File: config.mk
export PLATFORM = sky130hd
export DESIGN_NAME = port6_low_pins
export DESIGN_NICKNAME = d
export VERILOG_FILES = /design/src/port6_low_pkg.sv /design/src/port6_low_pins.sv
export SDC_FILE = /design/constraint.sdc
export NUM_CORES = 1
export LEC_CHECK = 0
export ABC_AREA = 1
export BUFFER_PORTS_ARGS = -buffer_cell sky130_fd_sc_hd__clkbuf_2
export CAP_MARGIN = 20
export CORE_MARGIN = 5
export CORE_UTILIZATION = 43
export CTS_CLUSTER_SIZE = 40
export DETAILED_ROUTE_END_ITERATION = 8
export PLACE_DENSITY = 0.76
export SLEW_MARGIN = 20
export SYNTH_ARGS = -nofsm -noshare
export SYNTH_HDL_FRONTEND = slang
export SYNTH_SLANG_ARGS = --single-unit
File: constraint.sdc
create_clock -name aclk -period 1.9 [get_ports aclk]
set_input_delay 0.38 -clock aclk [delete_from_list [all_inputs] [get_ports aclk]]
set_output_delay 0.38 -clock aclk [all_outputs]
set_load 0.02 [all_outputs]
File: src/port6_low_pkg.sv
package port6_low_pkg;

    // ********************************************************
    // Register map (byte addresses, one aligned word each)
    // ********************************************************
    localparam logic [7:0] dir_offset = 8'h00;
    localparam logic [7:0] latch_offset = 8'h04;
    localparam logic [7:0] pullup_offset = 8'h08;
    localparam logic [7:0] out_ctrl_offset = 8'h0C;
    localparam logic [7:0] clk_ctrl_offset = 8'h10;

    // ********************************************************
    // Field positions and reset values
    // ********************************************************
    localparam int out_a_enable_bit = 0;
    localparam int cks_lsb = 0;
    localparam int timer_out_pin = 1;
    localparam int ext_clock_pin = 0;
    localparam int capture_a_pin = 2;
    localparam int capture_b_pin = 3;
    localparam logic [7:0] port_reset = 8'h00;
    localparam logic [1:0] cks_reset = 2'h0;
    // Clock-select code that picks the pin as the external counting clock
    localparam logic [1:0] cks_external = 2'h3;

    localparam logic [1:0] resp_okay = 2'h0;
    localparam logic [1:0] resp_slverr = 2'h2;

    typedef struct packed {
        logic [7:0] pin_direction_bits;
        logic [7:0] pin_output_latch;
        logic [7:0] pullup_control_bits;
        logic timer_out_a_enable;
        logic [1:0] timer_clock_select;
    } regs_t;

    localparam regs_t regs_reset = '{port_reset, port_reset, port_reset, 1'b0, cks_reset};

    typedef enum logic [1:0] {
        wr_idle = 2'b00,
        wr_have_addr = 2'b01,
        wr_resp = 2'b11,
        wr_have_data = 2'b10
    } wr_state_t;

endpackage

File: src/port6_low_pins.sv
// How it works
// - Timer-out-A enable makes pin 1 drive timer output A; else direction bit rules.
// - Pin 0 level feeds key-sense input 0, and the timer external clock input only when pin 0 is an input and the external clock is selected.
// - Every port bit has its own pull-up control bit.
// - Pull-up on only when control bit is 1 and direction bit is 0.
// - Reset and hardware standby clear the pull-up control register to zero.
// - Software standby leaves pull-up control bits and pull-up states unchanged.
// - All pull-ups forced off during reset or hardware standby.
// - Port read gives latch for output bits, live pin level for input bits.
// - Pull-up control is 8-bit read/write, kept in software standby, resets zero.
module port6_low_pins (
    input wire logic aclk, // System clock, 100 MHz
    input wire logic aresetn, // Synchronous reset, active low
    input wire logic [7:0] s_axi_awaddr, // Write address
    input wire logic s_axi_awvalid, // Write address valid
    output logic s_axi_awready, // Write address ready
    input wire logic [31:0] s_axi_wdata, // Write data
    input wire logic [3:0] s_axi_wstrb, // Write byte strobes
    input wire logic s_axi_wvalid, // Write data valid
    output logic s_axi_wready, // Write data ready
    output logic [1:0] s_axi_bresp, // Write response
    output logic s_axi_bvalid, // Write response valid
    input wire logic s_axi_bready, // Write response ready
    input wire logic [7:0] s_axi_araddr, // Read address
    input wire logic s_axi_arvalid, // Read address valid
    output logic s_axi_arready, // Read address ready
    output logic [31:0] s_axi_rdata, // Read data
    output logic [1:0] s_axi_rresp, // Read response
    output logic s_axi_rvalid, // Read data valid
    input wire logic s_axi_rready, // Read data ready
    input wire logic hw_standby, // Hardware standby in effect
    input wire logic sw_standby, // Software standby in effect
    input wire logic [7:0] pin_in, // Pin levels
    output logic [7:0] pin_out, // Pin drive values
    output logic [7:0] pin_oe_n, // Pin drive enable, low drives
    output logic [7:0] pullup_en, // Input pull-up on
    input wire logic timer_output_a, // Compare output A of the timer
    output logic timer_ext_clock_in, // External clock to the timer
    output logic timer_capture_in_a, // Capture input A to the timer
    output logic timer_capture_in_b, // Capture input B to the timer
    output logic [7:0] key_sense_input // Key-sense inputs
);

    // ********************************************************
    // Register bank
    // ********************************************************
    port6_low_pkg::regs_t regs_r, regs_nxt;
    port6_low_pkg::wr_state_t wr_r, wr_nxt;
    logic [7:0] awaddr_r, awaddr_nxt;
    logic [7:0] wdata_r, wdata_nxt;
    logic wlane_r, wlane_nxt;
    logic [1:0] bresp_r, bresp_nxt;
    logic rvalid_r, rvalid_nxt;
    logic [31:0] rdata_r, rdata_nxt;
    logic [1:0] rresp_r, rresp_nxt;
    logic [7:0] port_read;
    logic do_write;
    logic write_hit;

    // Input bits read the live pin, output bits the latch, timer pins included
    assign port_read = (regs_r.pin_direction_bits & regs_r.pin_output_latch)
                     | (~regs_r.pin_direction_bits & pin_in);

    assign s_axi_awready = (wr_r == port6_low_pkg::wr_idle)
                        || (wr_r == port6_low_pkg::wr_have_data);
    assign s_axi_wready = (wr_r == port6_low_pkg::wr_idle)
                       || (wr_r == port6_low_pkg::wr_have_addr);
    assign s_axi_bvalid = (wr_r == port6_low_pkg::wr_resp);
    assign s_axi_bresp = bresp_r;
    assign s_axi_arready = !rvalid_r;
    assign s_axi_rvalid = rvalid_r;
    assign s_axi_rdata = rdata_r;
    assign s_axi_rresp = rresp_r;

    always_comb begin
        logic [7:0] a;
        logic [7:0] d;
        logic lane;
        a = awaddr_r;
        d = wdata_r;
        lane = wlane_r;
        wr_nxt = wr_r;
        awaddr_nxt = awaddr_r;
        wdata_nxt = wdata_r;
        wlane_nxt = wlane_r;
        bresp_nxt = bresp_r;
        do_write = 1'b0;
        if (s_axi_awvalid && s_axi_awready) begin
            a = s_axi_awaddr;
            awaddr_nxt = s_axi_awaddr;
        end
        if (s_axi_wvalid && s_axi_wready) begin
            d = s_axi_wdata[7:0];
            lane = s_axi_wstrb[0];
            wdata_nxt = s_axi_wdata[7:0];
            wlane_nxt = s_axi_wstrb[0];
        end
        case (wr_r)
            port6_low_pkg::wr_idle: begin
                if (s_axi_awvalid && s_axi_wvalid) begin
                    do_write = 1'b1;
                end else if (s_axi_awvalid) begin
                    wr_nxt = port6_low_pkg::wr_have_addr;
                end else if (s_axi_wvalid) begin
                    wr_nxt = port6_low_pkg::wr_have_data;
                end
            end
            port6_low_pkg::wr_have_addr: begin
                do_write = s_axi_wvalid;
            end
            port6_low_pkg::wr_have_data: begin
                do_write = s_axi_awvalid;
            end
            default: begin
                if (s_axi_bready) begin
                    wr_nxt = port6_low_pkg::wr_idle;
                end
            end
        endcase
        write_hit = (a == port6_low_pkg::dir_offset) || (a == port6_low_pkg::latch_offset)
                 || (a == port6_low_pkg::pullup_offset) || (a == port6_low_pkg::out_ctrl_offset)
                 || (a == port6_low_pkg::clk_ctrl_offset);
        regs_nxt = regs_r;
        if (do_write) begin
            wr_nxt = port6_low_pkg::wr_resp;
            bresp_nxt = write_hit ? port6_low_pkg::resp_okay : port6_low_pkg::resp_slverr;
            // Only byte lane 0 carries register bits; other lanes are ignored
            if (lane) begin
                if (a == port6_low_pkg::dir_offset) begin
                    regs_nxt.pin_direction_bits = d;
                end else if (a == port6_low_pkg::latch_offset) begin
                    regs_nxt.pin_output_latch = d;
                end else if (a == port6_low_pkg::pullup_offset) begin
                    regs_nxt.pullup_control_bits = d;
                end else if (a == port6_low_pkg::out_ctrl_offset) begin
                    regs_nxt.timer_out_a_enable = d[port6_low_pkg::out_a_enable_bit];
                end else if (a == port6_low_pkg::clk_ctrl_offset) begin
                    regs_nxt.timer_clock_select = d[port6_low_pkg::cks_lsb +: 2];
                end
            end
        end
        // Software standby has no branch here: every bit simply holds
        if (hw_standby) begin
            regs_nxt = port6_low_pkg::regs_reset;
        end
    end

    always_comb begin
        rvalid_nxt = rvalid_r;
        rdata_nxt = rdata_r;
        rresp_nxt = rresp_r;
        if (rvalid_r && s_axi_rready) begin
            rvalid_nxt = 1'b0;
        end
        if (s_axi_arvalid && s_axi_arready) begin
            rvalid_nxt = 1'b1;
            rdata_nxt = 32'h0000_0000;
            rresp_nxt = port6_low_pkg::resp_okay;
            if (s_axi_araddr == port6_low_pkg::dir_offset) begin
                rdata_nxt[7:0] = regs_r.pin_direction_bits;
            end else if (s_axi_araddr == port6_low_pkg::latch_offset) begin
                rdata_nxt[7:0] = port_read;
            end else if (s_axi_araddr == port6_low_pkg::pullup_offset) begin
                rdata_nxt[7:0] = regs_r.pullup_control_bits;
            end else if (s_axi_araddr == port6_low_pkg::out_ctrl_offset) begin
                rdata_nxt[port6_low_pkg::out_a_enable_bit] = regs_r.timer_out_a_enable;
            end else if (s_axi_araddr == port6_low_pkg::clk_ctrl_offset) begin
                rdata_nxt[port6_low_pkg::cks_lsb +: 2] = regs_r.timer_clock_select;
            end else begin
                rresp_nxt = port6_low_pkg::resp_slverr;
            end
        end
    end

    always_ff @(posedge aclk) begin
        if (!aresetn) begin
            regs_r <= port6_low_pkg::regs_reset;
            wr_r <= port6_low_pkg::wr_idle;
            awaddr_r <= 8'h00;
            wdata_r <= 8'h00;
            wlane_r <= 1'b0;
            bresp_r <= port6_low_pkg::resp_okay;
            rvalid_r <= 1'b0;
            rdata_r <= 32'h0000_0000;
            rresp_r <= port6_low_pkg::resp_okay;
        end else begin
            regs_r <= regs_nxt;
            wr_r <= wr_nxt;
            awaddr_r <= awaddr_nxt;
            wdata_r <= wdata_nxt;
            wlane_r <= wlane_nxt;
            bresp_r <= bresp_nxt;
            rvalid_r <= rvalid_nxt;
            rdata_r <= rdata_nxt;
            rresp_r <= rresp_nxt;
        end
    end

    // ********************************************************
    // Pin multiplexing and pull-ups
    // ********************************************************
    // Gated combinationally so the pull-ups drop in the same cycle reset arrives
    always_comb begin
        for (int i = 0; i < 8; i++) begin
            pin_out[i] = regs_r.pin_output_latch[i];
            pin_oe_n[i] = !regs_r.pin_direction_bits[i];
            pullup_en[i] = regs_r.pullup_control_bits[i] && !regs_r.pin_direction_bits[i]
                        && aresetn && !hw_standby;
        end
        if (regs_r.timer_out_a_enable) begin
            pin_out[port6_low_pkg::timer_out_pin] = timer_output_a;
            pin_oe_n[port6_low_pkg::timer_out_pin] = 1'b0;
            // Pull-up keeps following its control and direction bits on the timer pin
        end
    end

    // Key-sense and capture paths always watch the pin, even while driven; the external clock only while pin 0 is an input and cks_external is selected
    assign key_sense_input = pin_in;
    assign timer_capture_in_a = pin_in[port6_low_pkg::capture_a_pin];
    assign timer_capture_in_b = pin_in[port6_low_pkg::capture_b_pin];
    assign timer_ext_clock_in = pin_in[port6_low_pkg::ext_clock_pin]
        && !regs_r.pin_direction_bits[port6_low_pkg::ext_clock_pin]
        && (regs_r.timer_clock_select == port6_low_pkg::cks_external);
endmodule

; Yosys cells after proc, flatten, opt, wreduce, memory -nomap -nowiden
; Index checks and enable logic that the tools add are counted.
[word_totals]
reg_bits = 59
out_inout_bits = 76
wordCells = 125
inputBits = 70
[classes]
eq_ne = 15
muxes = 28
bitwise_logic = 9
n_reduce_logical = 60
[ops]
columns = operator, n
row1 = $eq A8 B4 Y1 const B, 4
row2 = $mux W8, 4
row3 = $logic_and A1 B1 Y1, 31
row4 = $mux W2, 13
row5 = $and A8 B8 Y8, 2
row6 = $eq A8 B3 Y1 const B, 2
row7 = $eq A8 B5 Y1 const B, 2
row8 = $logic_not A8 Y1, 2
row9 = $logic_not A1 Y1, 10
row10 = $mux W1, 8
row11 = $not A8 Y8, 1
row12 = $or A8 B8 Y8, 1
row13 = $reduce_and A4 Y1, 2
row14 = $reduce_and A7 Y1, 1
row15 = $eq A2 B2 Y1 const B, 3
row16 = $logic_or A1 B1 Y1, 6
row17 = $mux W6, 1
row18 = $reduce_and A6 Y1, 1
row19 = $not A1 Y1, 5
row20 = $reduce_and A5 Y1, 1
row21 = $ne A4 B4 Y1 const B, 1
row22 = $pmux W2 S2, 1
row23 = $reduce_or A2 Y1, 2
row24 = $ne A3 B3 Y1 const B, 1
row25 = 7 further kinds, 7

; Logic depth before layout (Yosys ltp)
; Gate-level depths: netlist (run 1).
[logic_depth]
word_depth = 10
mapped_depth = 15
depth_no_buf = 14

; Least setup slack after synthesis (run 1)
; OpenSTA, ideal clock, no wires.
[synth_timing]
kind = reg-to-reg
start = register wr_r[0]
end = register regs_r[21] in the netlist's numbering
t_arrival_ns = 1.771
setup_ns = 0.113
slack_ns = 0.016
path_stages_with_launch = 16
synth_period_minus_slack_ns = 1.884
t_required_ns = 1.787
path_buffers = 1
cell_sequence = dfxtp_1 inv_1 ha_1 inv_1 nand2_1 nand2_1 nand2_1 nand2_1 nand2_4 inv_2 nand2_2 nor2_4 buf_6 nand2_1 nand2_1 nor2_1
[synth_via]
elab_cells_between_ends = 13
classes_between = eq/ne: 2 / mux: 4 / reduce/logical: 7
[synth_rtl]
columns = element, line
row1 = "start, declared", port6_low_pins.sv:48  ; port6_low_pkg::wr_state_t wr_r, wr_nxt;
row2 = "start signal, assigned", port6_low_pins.sv:178  ; wr_r <= port6_low_pkg::wr_idle;
row3 = "start signal, assigned", port6_low_pins.sv:188  ; wr_r <= wr_nxt;
row4 = $eq A2 B1 Y1 or $logic_not A2 Y1 (tied branches), "port6_low_pins.sv:67, port6_low_pins.sv:66"
row5 = $logic_or A1 B1 Y1 *, port6_low_pins.sv:67  ; || (wr_r == port6_low_pkg::wr_have_addr);
row6 = net s_axi_wready, port6_low_pins.sv:20  ; output logic s_axi_wready,
row7 = $logic_and A1 B1 Y1 *, port6_low_pins.sv:92  ; if (s_axi_wvalid && s_axi_wready) begin
row8 = $mux W1, n/a
row9 = $reduce_and A3 Y1 (no line), n/a
row10 = "end signal, assigned", port6_low_pins.sv:177  ; regs_r <= port6_low_pkg::regs_reset;
row11 = "end signal, assigned", port6_low_pins.sv:187  ; regs_r <= regs_nxt;
row12 = "end, declared", port6_low_pins.sv:47  ; port6_low_pkg::regs_t regs_r, regs_nxt;
; The timed path passes the listed nets; every way through them passes the cells marked *.
; A chain may end at the register's enable or synchronous reset.

; Final worst setup path (run 1)
[layout_timing]
start = register wr_r[0]
end = register regs_r[26] in the netlist's numbering
[layout_via]
elab_chain_cells = 6
elab_cells_between_ends = 13
classes_between = eq/ne: 2 / mux: 4 / reduce/logical: 7
[layout_lines]
columns = element, line
row1 = $eq A2 B2 Y1 or $logic_not A2 Y1 (tied branches), n/a
row2 = $logic_or A1 B1 Y1, port6_low_pins.sv:65  ; || (wr_r == port6_low_pkg::wr_have_data);
row3 = $logic_and A1 B1 Y1, port6_low_pins.sv:88  ; if (s_axi_awvalid && s_axi_awready) begin
row4 = $mux W8, n/a
row5 = $logic_not A8 Y1, port6_low_pins.sv:129  ; if (a == port6_low_pkg::dir_offset) begin
row6 = $reduce_and A3 Y1 (no line), n/a
; Parallel ways exist; a longest one is shown, timed or not.

==> flow_summary.json, run 1 <==
{
  "status": "finished, violations left",
  "violations": "negative setup slack",
  "drive_gt1_share_pct": 36.9,
  "numCtsBuffers": 9,
  "syn_to_final_growth_pct": 32.5,
  "path_max_fanout": 8,
  "place_congestion": 0.837,
  "synthAdderAreaFrac_pct": 1.48,
  "regArea_um2": 1150,
  "max_freq_ghz": 0.504,
  "grt_pass1_vias": 3225,
  "final_hold_viol_count": 0,
  "synthMuxAreaShare_pct": 1.77,
  "rsz0062_at_grt": "yes",
  "multi_input_area_um2": 2000,
  "fin_hold_ws_ns": 0.357,
  "cts_hold_buf": 0,
  "die_h_um": 98.8,
  "dp_hpwl_mm": 6.98,
  "drtIter0Drc": 293,
  "hp-class": "primary input to flop",
  "vdd_drop_max_v": 0.000548,
  "wl_per_cell_um": 14.3,
  "antenna_found_initial": 0,
  "fin_total_pwr_uw": 4710,
  "synth_xor_area_share_pct": 0,
  "yosys.area_share.simple_pct": 36.9,
  "slew_viol_final": 0,
  "fin_crit_ns": 1.98,
  "synth_cell_types": 30,
  "yosys.area.top_type": "dfxtp_1",
  "path_clk_slew_ns": 0.06,
  "ant_nets": 0,
  "cts_tree": "yes",
  "io_buffers": 91,
  "vias": 3589,
  "drt_pass1_iterations": 6,
  "rows": 32,
  "cp.arrival_ns": 2.22,
  "skew_ns": 0.00856,
  "leakagePower_uw": 0.00207,
  "synth-async-reset-ratio_pct": 0,
  "fillerInstances": 696,
  "overflow": 0,
  "p_per_area_nw_per_um2": 1050,
  "routed_wl_mm": 10.3,
  "critical_path_class": "flop to flop",
  "h-tree-depth": 3,
  "post-route-util_pct": 58.5,
  "initial_core_util_pct": 44.1,
  "worst_skew_pair.late_latency_ns": 0.34,
  "ys_top_cells_by_area": "dfxtp_1, nand2_1, buf_4",
  "drv_cap": 0,
  "clock_sinks": 57,
  "synth_compound_area_share_pct": 8.67,
  "synth_top_family_by_area": "simple AND/OR/NAND/NOR gates",
  "grt_max_degree": 28,
  "core_um2": 7690,
  "nNetsFinal": 685,
  "clock-root-buffer": "clkbuf_8",
  "clk_path_buf_depth": 2,
  "die_w_um": 98.8,
  "drc_errors": 0,
  "start_kind": "flop",
  "synthFlopType": "dfxtp_1",
  "ys_warn_count": 0,
  "viasPerCell": 5.01,
  "seq_area_frac_synth_pct": 33.6,
  "synth_top_area_share_pct": 33.6,
  "die-area_um2": 9760,
  "worst_slack_ns": -0.0826,
  "required_ns": 2.14,
  "critPathCaptureType": "flop",
  "setup_viol": 17,
  "netlist_area_um2": 3390,
  "boundaryPins": 146,
  "antenna_cells": 0,
  "track_usage_pct": 18.8,
  "syn_area_per_cell_um2": 6.88,
  "synth-seq-cells": 57,
  "synth_edf_count": 0,
  "synthCells": 493,
  "grt_pass1_wl_mm": 15.0,
  "period_share_pct": 104
}
## kinds of logic (layout without fill, tap and decap cells)
family | after synthesis | count (layout)
AND/OR/NAND/NOR | 276 | 280
buffers and inverters | 102 | 195
flip-flops | 57 | 57
AO/OA/AOI/OAI | 47 | 47
multiplexers | 6 | 6
adder cells (fa/ha/maj) | 4 | 4
other | 1 | 26
## cell usage after synthesis (8+ instances only)
master and instances:
nor2_1 84, a21oi_1 20, a21oi_2 9, nand2_1 114, nand2_2 12, o21ai_0 8
nand3_1 33, buf_4 45, inv_1 45, dfxtp_1 57
## what timing repair did
action	4_1_cts	5_1_grt
setup buffers	0	6
gates cloned	1	5
pin swaps	4	16
resized for setup	22	41
setup endpoints to repair	28	27
## report_power, final
group,switching [uW],internal [uW]
Clock,478,597
Sequential,57.5,1320
Combinational,1320,942
Total,1850,2860
## state kept, by name, indices dropped and copies added, names as in the netlist
signal	flops
wr_r	2
s_axi_rvalid	1
pin_out	7
wlane_r	1
s_axi_bresp	1
regs_r	20
awaddr_r	8
s_axi_rdata	8
s_axi_rresp	1
wdata_r	8
## cells in the final DEF, fill, tap and decap left out, drive strengths merged
cell,count
o21a,2
nand2,133
buf,39
conb,26
mux2i,6
dfxtp,57
nand4,4
o21ai,8
nor2,90
nand3,36
a41oi,1
a21oi,29
nor3,5
clkinv,1
or2,6
a31oi,1
clkinvlp,1
nand3b,6
ha,4
o211ai,6
inv,48
bufinv,1
clkbuf,105
## final cells by class
class                           instances  share of cell area (%)
Inverter                               48                    4.23
Timing Repair Buffer                  132                    19.0
Tap cell                              102                    2.84
Sequential cell                        57                    25.5
Clock buffer                           12                    3.01
Clock inverter                          3                   0.947
Multi-Input combinational cell        363                    44.4
## through the flow
stage / worst slack [ns] / instances / area (um2) / setup TNS (ns)
after floorplan: 0.0160 / 518 / 3490 / 0
after global placement: -0.0682 / 691 / 3950 / -1.29
after detailed placement: -0.159 / 691 / 3950 / -3.19
after CTS: 0.000210 / 706 / 4200 / 0
after global routing: -0.161 / 717 / 4490 / -2.55
final: -0.0826 / 717 / 4490 / -0.630
## worst max-delay path, stage by stage, from the launching register on
cell	delay [ns]
dfxtp_2	0.33
inv_4	0.08
ha_4	0.21
nand2_8	0.10
nand2_8	0.11
nand2_1	0.08
nand2_2	0.10
nand2_4	0.08
nor2_4	0.16
nand2_2	0.09
nor2_4	0.19
buf_12	0.15
nand2_2	0.04
nand2_1	0.08
nor2_1	0.05
## routing by layer
metal | routed length, um | global-route usage, %
met5 | 0 | 0
met4 | 279 | 8.61
met3 | 887 | 4.10
met2 | 4970 | 31.4
met1 | 4110 | 23.1
## path summary, 6_finish.rpt
kind	from	to	slack, ns	cells after the start
worst min register to register	s_axi_bresp[1]$_SDFFE_PN0P_	s_axi_bresp[1]$_SDFFE_PN0P_	0.46	2
worst min-delay path	s_axi_wstrb[0]	wlane_r$_SDFF_PN0_	0.36	3
worst max-delay path	wr_r[0]$_SDFFE_PN0P_	regs_r[26]$_SDFFE_PP0P_	-0.08	14
worst max register to register	wr_r[0]$_SDFFE_PN0P_	regs_r[26]$_SDFFE_PP0P_	-0.08	14
Power figures use the tool's default switching activity.
==> inputs of run 2 (changes only) <==
RECOVER_POWER = 100   (was unset)
==> run 2 against run 1 <==
Compared with the run above:
- the run still ends with negative setup slack left
- non-clock buffer count stayed put
- count of clock-buffer cells in the layout stayed put
- sequential power hardly changed
- critical endpoint unchanged
- highest routed layer unchanged
==> flow_summary.json, run 2 (same netlist as run 1, synthesis figures left out) <==
{
  "grt_pass1_wl_mm": 15.0,
  "clock-root-buffer": "clkbuf_8",
  "max_freq_ghz": 0.503,
  "fin_total_pwr_uw": 4710,
  "numCtsBuffers": 9,
  "fin_cells": 717,
  "h-tree-depth": 3,
  "skew_ns": 0.00849,
  "layout_commonest_cell": "nand2_1",
  "path_clk_slew_ns": 0.06,
  "antenna_found_initial": 0,
  "path_common_cell": "nand2_2",
  "crit_slowest_cell": "dfxtp_2",
  "top_register": "regs_r",
  "start_kind": "flop",
  "hp-class": "primary input to flop",
  "viasPerCell": 4.98,
  "critical_path_class": "flop to flop",
  "place_congestion": 0.837,
  "status": "finished, violations left",
  "core_um2": 7690,
  "cp_slowest_stage_delay_ns": 0.34,
  "die_h_um": 98.8,
  "initial_core_util_pct": 44.1,
  "syn_to_final_growth_pct": 32.1,
  "worst_skew_pair.late_latency_ns": 0.34,
  "final_hold_viol_count": 0,
  "fillerInstances": 703,
  "vias": 3570,
  "clock_sinks": 57,
  "dpl_worst_slack_ns": -0.159,
  "post-place-cells": 691,
  "fin_crit_ns": 1.99,
  "antenna_cells": 0,
  "final_cell_mix": "nand2_1, nor2_1, clkbuf_2",
  "drc_errors": 0,
  "cp.arrival_ns": 2.22,
  "worst_slack_ns": -0.0877,
  "grt_pass1_vias": 3225,
  "grt_max_degree": 28,
  "rows": 32,
  "p_per_area_nw_per_um2": 1050,
  "dp_hpwl_mm": 6.98,
  "fin_hold_ws_ns": 0.357,
  "routed_wl_mm": 10.3,
  "drtIter0Drc": 312,
  "period_share_pct": 105,
  "ant_nets": 0,
  "slew_viol_final": 0,
  "die-area_um2": 9760,
  "largest_reg_flops": 20,
  "rsz0062_at_grt": "yes",
  "critPathCaptureType": "flop",
  "io_buffers": 91,
  "cts_tree": "yes",
  "path_max_fanout": 8,
  "boundaryPins": 146,
  "die_w_um": 98.8,
  "violations": "negative setup slack",
  "drive_gt1_share_pct": 35.3,
  "setup_tns_ns": -0.696,
  "nNetsFinal": 685,
  "wl_per_cell_um": 14.3,
  "leakagePower_uw": 0.00204,
  "clk_path_buf_depth": 2,
  "required_ns": 2.13,
  "crit_chain": "inv_4 > ha_4 > nand2_8 > nand2_8 > nand2_1 > nand2_2 > nand2_4 > nor2_4 > nand2_2 > nor2_4 > buf_12 > nand2_2 > nand2_1 > nor2_1",
  "drt_pass1_iterations": 5,
  "track_usage_pct": 18.8,
  "drv_cap": 0,
  "vdd_drop_max_v": 0.000548,
  "overflow": 0,
  "setup_viol": 17
}
[run 2: cell types whose count changed in the layout (fill, tap and decap cells not counted)]
cell | before | now
clkbuf_1 | 3 | 13
clkbuf_2 | 90 | 80
[run 2: through the flow]
stage	util (%)	cell area, um2
3_3_place_gp	51.4	3950
6_report	58.3	4480
5_1_grt	58.3	4480
4_1_cts	54.6	4200
3_5_place_dp	51.4	3950
2_1_floorplan	-	3490
[run 2: layer usage]
| layer | global-route usage [%] | vias up | wire length [um] |
|---|---|---|---|
| li1 | - | 1729 | - |
| met4 | 8.61 | 0 | 305 |
| met3 | 4.10 | 30 | 835 |
| met1 | 23.1 | 1630 | 4190 |
| met5 | 0 | - | 0 |
| met2 | 31.4 | 181 | 4920 |
[run 2: final timing paths]
kind                               startpoint                           to  slack (ns)  cells after the start
setup / recovery         wr_r[0]$_SDFFE_PN0P_      regs_r[26]$_SDFFE_PP0P_       -0.09                     14
setup reg to reg         wr_r[0]$_SDFFE_PN0P_      regs_r[26]$_SDFFE_PP0P_       -0.09                     14
hold reg to reg   s_axi_bresp[1]$_SDFFE_PN0P_  s_axi_bresp[1]$_SDFFE_PN0P_        0.46                      2
hold / removal                 s_axi_wstrb[0]           wlane_r$_SDFF_PN0_        0.36                      3
[run 2: layout make-up]
| cell class | count | area, um2 | share of cell area, % |
|---|---|---|---|
| Multi-Input combinational cell | 363 | 2000 | 44.6 |
| Timing Repair Buffer | 132 | 843 | 18.8 |
| Inverter | 48 | 190 | 4.24 |
| Tap cell | 102 | 128 | 2.85 |
| Sequential cell | 57 | 1150 | 25.6 |
| Clock inverter | 3 | 42.5 | 0.949 |
| Clock buffer | 12 | 135 | 3.02 |
[run 2: repair_timing]
action                     CTS  global route
pin swaps                    4            16
cloned                       1             5
setup endpoints to repair   28            27
hold buffers                 0             0
resized for setup           22            41
setup buffers                0             6
[run 2: where the power goes]
group	switching, uW	total (uW)	leakage, uW	internal, uW
Sequential	57.7	1380	0.000465	1320
Combinational	1320	2260	0.00149	939
Clock	479	1080	0.0000864	597
Total	1850	4710	0.00204	2860
[run 2: critical path, delay by kind of cell, from the launching register on]
| family | cells | cell delay [ns] |
|---|---|---|
| flip-flops | 1 | 0.34 |
| buffers and inverters | 2 | 0.23 |
| AND/OR/NAND/NOR | 11 | 1.10 |
| adder cells (fa/ha/maj) | 1 | 0.21 |
